--- src/lvd_defs.vh ---
`ifndef LVD_DEFS_VH
`define LVD_DEFS_VH

// Control register layout
`define LVD_CTRL_ON_BIT     7
`define LVD_CTRL_SRC_BIT    2
`define LVD_CTRL_ACT_BIT    1
`define LVD_CTRL_FLAG_BIT   0
`define LVD_CTRL_WMASK      8'h86
`define LVD_CTRL_RST        8'h00

// Level select register layout
`define LVD_LVL_SEL_BIT     0
`define LVD_LVL_WMASK       8'h01
`define LVD_LVL_RST         8'h00

// Reset cause register layout
`define LVD_CAUSE_LVD_BIT   0
`define LVD_CAUSE_RST       8'h00

// Source and action encodings
`define LVD_SRC_SUPPLY      1'b0
`define LVD_SRC_EXT_PIN     1'b1
`define LVD_ACT_IRQ         1'b0
`define LVD_ACT_RESET       1'b1

// Synchroniser depth
`define LVD_SYNC_STAGES     2

`endif

--- src/lvd_sync.v ---
`timescale 1ns/1ps
`include "lvd_defs.vh"

module lvd_sync #(
   parameter W = 2
) (
   // Clock and reset
   input  wire         clk_sys,
   input  wire         rst_b,
   // Asynchronous in, synchronous out
   input  wire [W-1:0] async_in,
   output wire [W-1:0] sync_out
);

   reg [W-1:0] meta_q;
   reg [W-1:0] sync_q;

   // First stage feeds only the second stage
   always @(posedge clk_sys or negedge rst_b)
   begin
      if (!rst_b)
      begin
         meta_q <= {W{1'b0}};
         sync_q <= {W{1'b0}};
      end
      else
      begin
         meta_q <= async_in;
         sync_q <= meta_q;
      end
   end

   assign sync_out = sync_q;

endmodule // lvd_sync

--- src/lvd_ctrl.v ---
`timescale 1ns/1ps
`include "lvd_defs.vh"

module lvd_ctrl (
   // Clock and reset
   input  wire       clk_sys,
   input  wire       rst_b,
   // Watchdog reset: clears control, keeps reset cause
   input  wire       wdt_rst_req,
   // Control register access
   input  wire       ctrl_wr,
   input  wire [7:0] ctrl_wdata,
   output wire [7:0] ctrl_rdata,
   // Level select register access
   input  wire       lvl_wr,
   input  wire [7:0] lvl_wdata,
   output wire [7:0] lvl_rdata,
   // Reset cause register access, read clears
   input  wire       cause_rd,
   output wire [7:0] cause_rdata,
   // Analog comparator side
   input  wire       cmp_supply_below,
   input  wire       cmp_ext_below,
   output wire       cmp_enable,
   output wire       cmp_level_sel,
   // Responses
   output reg        lowvolt_interrupt,
   output reg        irq_req_flag,
   input  wire       irq_req_clr,
   output reg        lvd_reset_req
);

   ////////////////////////////////////////////////////////////////////////////
   // Registers

   reg        detector_on_q;
   reg        action_select_q;
   reg        input_source_select_q;
   reg        level_select_q;
   reg        lowvolt_reset_cause_flag_q;
   reg        below_threshold_flag_q;
   reg        detector_on_d;
   reg        action_select_d;

   wire [1:0] cmp_sync;
   wire       sel_below;
   wire       below_d;
   wire       lvd_reset_d;
   wire       cause_set;

   // Pack one bit at its register position
   function [7:0] lvd_bit;
      input integer pos;
      input       val;
      begin
         lvd_bit = {7'h00, val} << pos;
      end
   endfunction

   ////////////////////////////////////////////////////////////////////////////
   // Comparator synchronisation

   lvd_sync #(
      .W        (2)
   ) u_sync (
      .clk_sys  (clk_sys),
      .rst_b    (rst_b),
      .async_in ({cmp_ext_below, cmp_supply_below}),
      .sync_out (cmp_sync)
   );

   assign sel_below = (input_source_select_q == `LVD_SRC_EXT_PIN) ? cmp_sync[1] : cmp_sync[0];

   assign below_d = detector_on_d & sel_below;

   assign cmp_level_sel = level_select_q & (input_source_select_q == `LVD_SRC_SUPPLY);

   assign cmp_enable = detector_on_q;

   ////////////////////////////////////////////////////////////////////////////
   // Next control values

   // Detection follows the control bits that take effect at this edge, except the source bit, so the
   // flag never reads 1 once the detector is off.
   always @*
   begin
      detector_on_d   = detector_on_q;
      action_select_d = action_select_q;
      if (wdt_rst_req)
      begin
         detector_on_d   = 1'b0;
         action_select_d = 1'b0;
      end
      else if (ctrl_wr)
      begin
         detector_on_d   = ctrl_wdata[`LVD_CTRL_ON_BIT];
         action_select_d = ctrl_wdata[`LVD_CTRL_ACT_BIT];
      end
   end

   ////////////////////////////////////////////////////////////////////////////
   // Control and level registers

   // Only rst_b and the watchdog clear these; the reset this block drives
   // out never reaches them, so configuration survives a detector reset.
   // retention over detector reset
   always @(posedge clk_sys or negedge rst_b)
   begin
      if (!rst_b)
      begin
         detector_on_q         <= 1'b0;
         action_select_q       <= 1'b0;
         input_source_select_q <= 1'b0;
      end
      else if (wdt_rst_req)
      begin
         detector_on_q         <= 1'b0;
         action_select_q       <= 1'b0;
         input_source_select_q <= 1'b0;
      end
      else if (ctrl_wr)
      begin
         detector_on_q         <= ctrl_wdata[`LVD_CTRL_ON_BIT];
         action_select_q       <= ctrl_wdata[`LVD_CTRL_ACT_BIT];
         input_source_select_q <= ctrl_wdata[`LVD_CTRL_SRC_BIT];
      end
   end

   always @(posedge clk_sys or negedge rst_b)
   begin
      if (!rst_b)
         level_select_q <= 1'b0;
      else if (wdt_rst_req)
         level_select_q <= 1'b0;
      else if (lvl_wr)
         level_select_q <= lvl_wdata[`LVD_LVL_SEL_BIT];
   end

   ////////////////////////////////////////////////////////////////////////////
   // Detection and responses

   assign lvd_reset_d = below_d & (action_select_d == `LVD_ACT_RESET);

   // all on clk_sys, which must stay running in STOP
   always @(posedge clk_sys or negedge rst_b)
   begin
      if (!rst_b)
      begin
         below_threshold_flag_q <= 1'b0;
         lvd_reset_req          <= 1'b0;
         lowvolt_interrupt      <= 1'b0;
      end
      else
      begin
         below_threshold_flag_q <= below_d;
         lvd_reset_req          <= lvd_reset_d;
         // pulse on each edge of the flag while the next action select is interrupt
         // switching off while below drops the flag and fires too
         lowvolt_interrupt      <= (below_d != below_threshold_flag_q) &
                                   (action_select_d == `LVD_ACT_IRQ);
      end
   end

   // Set wins so a pulse in the clearing cycle is not lost
   always @(posedge clk_sys or negedge rst_b)
   begin
      if (!rst_b)
         irq_req_flag <= 1'b0;
      else if (lowvolt_interrupt)
         irq_req_flag <= 1'b1;
      else if (irq_req_clr)
         irq_req_flag <= 1'b0;
   end

   ////////////////////////////////////////////////////////////////////////////
   // Reset cause

   assign cause_set = lvd_reset_req;

   // cause flag set by detector reset, held over watchdog reset
   always @(posedge clk_sys or negedge rst_b)
   begin
      if (!rst_b)
         lowvolt_reset_cause_flag_q <= 1'b0;
      else if (cause_set)
         lowvolt_reset_cause_flag_q <= 1'b1;
      else if (cause_rd)
         lowvolt_reset_cause_flag_q <= 1'b0;
   end

   ////////////////////////////////////////////////////////////////////////////
   // Read data

   assign ctrl_rdata = lvd_bit(`LVD_CTRL_ON_BIT, detector_on_q)
                     | lvd_bit(`LVD_CTRL_SRC_BIT, input_source_select_q)
                     | lvd_bit(`LVD_CTRL_ACT_BIT, action_select_q)
                     | lvd_bit(`LVD_CTRL_FLAG_BIT, below_threshold_flag_q);

   assign lvl_rdata   = lvd_bit(`LVD_LVL_SEL_BIT, level_select_q);
   assign cause_rdata = lvd_bit(`LVD_CAUSE_LVD_BIT, lowvolt_reset_cause_flag_q);

endmodule // lvd_ctrl

--- config.mk ---
export PLATFORM = sky130hd
export DESIGN_NAME = lvd_ctrl
export DESIGN_NICKNAME = d
export VERILOG_FILES = /design/src/lvd_sync.v /design/src/lvd_ctrl.v
export VERILOG_INCLUDE_DIRS = /design/src
export SDC_FILE = /design/constraint.sdc
export NUM_CORES = 1
export LEC_CHECK = 0
export ABC_AREA = 1
export BUFFER_PORTS_ARGS = -buffer_cell sky130_fd_sc_hd__buf_2
export CORE_MARGIN = 1
export CORE_UTILIZATION = 38
export CTS_BUF_LIST = sky130_fd_sc_hd__clkbuf_16
export DETAILED_ROUTE_END_ITERATION = 10
export GPL_TIMING_DRIVEN = 1
export PLACE_DENSITY = 0.76
export RECOVER_POWER = 100
export REMOVE_ABC_BUFFERS = 1
export SYNTH_ARGS = -nofsm -noshare
export SYNTH_HDL_FRONTEND = slang
export SYNTH_HIERARCHICAL = 1
export SYNTH_SLANG_ARGS = --single-unit
--- constraint.sdc ---
create_clock -name clk_sys -period 1.14 [get_ports clk_sys]
set_input_delay 0.171 -clock clk_sys [delete_from_list [all_inputs] [get_ports clk_sys]]
set_output_delay 0.171 -clock clk_sys [all_outputs]
set_load 0.02 [all_outputs]
* Word-level counts from Yosys, hierarchy flattened
Index checks and enable logic that the tools add are counted.
** Word-level totals
- Flip-flop bits (word level) :: 13
- Output and inout bits :: 29
** Operators by class
- Equal/unequal tests :: 1
- Multiplexer cells :: 13
- Reduce and logical (&&, ||, !) cells :: 4
- Bitwise gates (word level) :: 9
** Operators by type and width (number)
- $mux W1 :: 13
- $or A8 B1 Y8 :: 1
- $or A8 B2 Y8 :: 1
- $or A8 B3 Y8 :: 1
- $reduce_bool A2 Y1 :: 4
- $and A1 B1 Y1 :: 4
- $not A1 Y1 :: 2
- $ne A1 B1 Y1 :: 1

* Depth between registers and ports, before layout
- Depth in word-level cells :: 5
- Mapped depth :: 7
- Gate-level depth less buffers :: 7

* Cells and area by module
The synthesis kept the hierarchy.
** Modules (own cells, without submodules)
- lvd_ctrl :: area each 579.3 sq um, seq. area each 225.2 sq um, instances 1, cells each 68
- lvd_sync :: area each 100.1 sq um, seq. area each 100.1 sq um, instances 1, cells each 4

* Worst setup path before layout
Ideal clock, no wire load.
- Path type :: register to register
- From :: register detector_on_q (netlist: cmp_enable)
- To :: register lowvolt_interrupt
- Clock period less this slack :: 945 ps
- Cell stages (with the launch flop) :: 7
- Library setup time :: 71 ps
- Data arrival time :: 874 ps
- Setup slack :: 195 ps
- Required time :: 1069 ps
- Cell sequence :: dfrtp_1 > inv_1 > nand2_2 > nand3_2 > nor2_2 > nor2_1 > nor2_1
** On the way
- Cells in the longest elaborated chain, start to end :: 5
** RTL lines
- start, declared :: RTL line lvd_ctrl.v:36 : reg detector_on_q;
- start signal, assigned :: RTL line lvd_ctrl.v:123 : detector_on_q <= ctrl_wdata[`LVD_CTRL_ON_BIT];
- $mux W1 (2 in a row)
- $and A1 B1 Y1 :: RTL line lvd_ctrl.v:74 : assign below_d = detector_on_d & sel_below;
- named net below_d :: RTL line lvd_ctrl.v:47 : wire below_d;
- $ne A1 B1 Y1 :: RTL line lvd_ctrl.v:159 : lowvolt_interrupt <= (below_d != below_threshold_flag_q) &
- $and A1 B1 Y1 :: RTL line lvd_ctrl.v:159
- end signal, assigned :: RTL line lvd_ctrl.v:159
- end, declared :: RTL line lvd_ctrl.v:27 : output reg lowvolt_interrupt,
The timed path passes the listed nets, and every way through them passes these cells.
A chain may end at the register's enable or synchronous reset.

* Worst setup path in the final report
- From :: register input_source_select_q
- To :: output cmp_level_sel
** On the way
- Cells in the longest elaborated chain, start to end :: 2
** RTL lines
- start, declared :: RTL line lvd_ctrl.v:38 : reg input_source_select_q;
- start signal, assigned :: RTL line lvd_ctrl.v:125 : input_source_select_q <= ctrl_wdata[`LVD_CTRL_SRC_BIT];
- $not A1 Y1 (no source line)
- $and A1 B1 Y1 :: RTL line lvd_ctrl.v:76 : assign cmp_level_sel = level_select_q & (input_source_select_q == `LVD_SRC_SUPPLY);
- end, declared :: RTL line lvd_ctrl.v:25 : output wire cmp_level_sel,
No other way between the ends.

==> flow_metrics.tcl <==
set metrics [dict create \
    routedWlPerCell_um 8.58 \
    worstHoldStart "cmp_ext_below" \
    clkTransAtPathRegs_ns 0.04 \
    cts_buffers 3 \
    synth_edf_count 0 \
    antenna_found_initial 0 \
    fin_tns_setup_ns 0 \
    syn_to_final_growth_pct 14.0 \
    pwr-share-clk_pct 48.3 \
    fin_cells 117 \
    finalCoreUtilization_pct 48.6 \
    cts_resized 0 \
    dr.pass1.iters 4 \
    dieArea_um2 1960 \
    cp.required_ns 0.97 \
    status "complete, no violations" \
    tritoncts "built" \
    start_util_pct 42.6 \
    ys.flop_type "dfrtp_1" \
    worstPathArrival_ns 0.92 \
    slew_headroom_pct 55.6 \
    synth_top_cells_by_area "dfrtp_1 48%, buf_4 27%, inv_1 3.9%" \
    initialDrtViolationCount 5 \
    ff2ff_setup_slack_ns 0.12 \
    worstMarginPinSlew_ns 0.666 \
    worstHoldEndpoint "u_sync/meta_q[1]$_DFF_PN0_" \
    avgViaCountPerCell 4.03 \
    ant_nets 0 \
    hpwl_um 774 \
    grt_overflow 0 \
    htree_levels 1 \
    gp_congestion 0.800 \
    setup_viol 0 \
    switchingPower_mw 0.343 \
    io_buffers 23 \
    cp-end-kind "primary output" \
    pre_cts_ws_ns 0.158 \
    via_count 471 \
    fmaxAchievable_mhz 918 \
    postCtsSetupBuffers 0 \
    finalHoldViolCount 0 \
    yosys.cell_types.count 18 \
    yosysMostFrequentCell "buf_4" \
    comb_power_share_pct 14.0 \
    ys_async_sr_fraction_pct 100 \
    drv_cap 0 \
    netlist_top_cells_count "24 x buf_4, 13 x dfrtp_1, 7 x inv_1, 5 x nand2_1, 4 x inv_2" \
    yosysSeqAreaShare_pct 47.9 \
    grt_use_total_pct 12.3 \
    rsz0062_at_grt "false" \
    yosysTopAreaCellShare_pct 47.9 \
    cts_sinks 13 \
    synth_area_leader_cell "dfrtp_1" \
    layout_min_cycle_time_ns 1.09 \
    cts.path.max_buffers 2 \
    grt_max_degree 14 \
    ys_ff_latch 13 \
    grt_pass1_wl_um 1670 \
    seq_power_share_pct 37.7 \
    fin_crit_sh_pct 95.5 \
    synthCells 72 \
    drive_gt1_share_pct 22.6 \
    critPathKind "reg -> out" \
    die_w_um 44.3 \
    finalWorstSetupSlack_ns 0.0508 \
    wl_um 1000 \
    insertedDiodeCount 0 \
    cts_root_buf "clkbuf_16" \
    synth.avg_cell_area_um2 9.44 \
    hold_class "in -> reg" \
    p_leak_nw 0.424 \
    power-per-cell-area_nw_per_um2 1740 \
    switching_share_pct 25.5 \
    maxSlewViolCount 0 \
    coreArea_um2 1590 \
    skew_ns 0.00165 \
    grt_pass1_vias 405 \
    critPathMaxFanout 4 \
    cts_hold_buf 1 \
    drc 0 \
    clkLatencyLatePin_ns 0.24 \
    ir_drop_v 0.000843 \
    yosys_warnings 6 \
    layout.nets 119 \
    critPathLaunchType "flop" \
    syn-cell-area_um2 679 \
    rr_endpoint "lowvolt_interrupt$_DFF_PN0_" \
    dieHeight_um 44.3 \
    top_level_ports 54 \
    rr_startpoint "input_source_select_q$_DFFE_PN0P_" \
    p_int_mw 1.00 \
    min_path_cells 1 \
    r2r_cells 7 \
    num_rows 14 \
    dp_cells 112 \
]
cell type report:
type | instances | area [µm²]
Clock buffer | 3 | 75.1
Clock inverter | 1 | 5.00
Fill cell | 157 | 820
Inverter | 11 | 41.3
Multi-Input combinational cell | 41 | 186
Sequential cell | 13 | 325
Tap cell | 24 | 30.0
Timing Repair Buffer | 24 | 111
through the flow:
stage	cell area, µm²	hold slack, ns	power, mW
after CTS	798	0.0290	1.38
final	774	0.0358	1.35
after global routing	774	0.0272	1.42
after global placement	708	0.0618	0.705
after floorplan	563	-0.125	0.643
after detailed placement	708	0.0709	0.709
layer usage:
metal / global-route usage [%] / share of wire [%] / wire [µm]
met4: 7.27 / 1.0 / 10
met2: 19.7 / 50 / 503
met1: 13.6 / 39 / 394
met3: 5.31 / 9.5 / 95
met5: 0 / 0 / 0
state kept, by name, indices dropped and copies added, names as in the netlist:
register                    cells
cmp_enable                      1
lvd_reset_req                   1
u_sync/sync_out                 2
lowvolt_interrupt               1
u_sync/meta_q                   2
irq_req_flag                    1
level_select_q                  1
action_select_q                 1
below_threshold_flag_q          1
input_source_select_q           1
lowvolt_reset_cause_flag_q      1
power by group through the flow:
stage / registers, mW / logic [mW] / clock network, mW
finish: 0.507 / 0.189 / 0.651
CTS: 0.507 / 0.201 / 0.674
detailed placement: 0.514 / 0.196 / 0
floorplan: 0.542 / 0.101 / 0
global route: 0.509 / 0.209 / 0.706
global placement: 0.512 / 0.193 / 0
kinds of logic after synthesis:
group / count (synthesis) / share of synthesized area (%)
buffers and inverters: 35 / 32.6
AND/OR/NAND/NOR: 17 / 13.4
flip-flops: 13 / 47.9
AO/OA/AOI/OAI: 6 / 5.52
other: 1 / 0.552
cells in the final DEF (no fill, tap or decap), drive strengths merged:
cell type,instances
buf,11
a21oi,2
nand4,1
o31ai,1
clkbuf,15
dfrtp,13
or2,2
o21ai,1
inv,11
nand2,6
o21bai,2
nor3,1
nor2,4
conb,18
dlygate4sd3,1
nand3,3
clkinv,1
how the worst max path moves through the flow:
stage,startpoint,to,slack [ns],cells past startpoint
floorplan,cmp_enable$_DFF_PN0_,lowvolt_interrupt$_DFF_PN0_,0.06,6
global placement,input_source_select_q$_DFFE_PN0P_,lowvolt_interrupt$_DFF_PN0_,0.18,7
detailed placement,input_source_select_q$_DFFE_PN0P_,lvd_reset_req$_DFF_PN0_,0.16,5
CTS,input_source_select_q$_DFFE_PN0P_,cmp_level_sel,0.05,2
global route,input_source_select_q$_DFFE_PN0P_,cmp_level_sel,0.008,2
finish,input_source_select_q$_DFFE_PN0P_,cmp_level_sel,0.05,2
critical path, cell delays in order, from the launching register on:
cell      delay, ns
dfrtp_1        0.40
nor2_1         0.11
clkbuf_2       0.17
No activity file was read; power rests on OpenSTA's default activity.
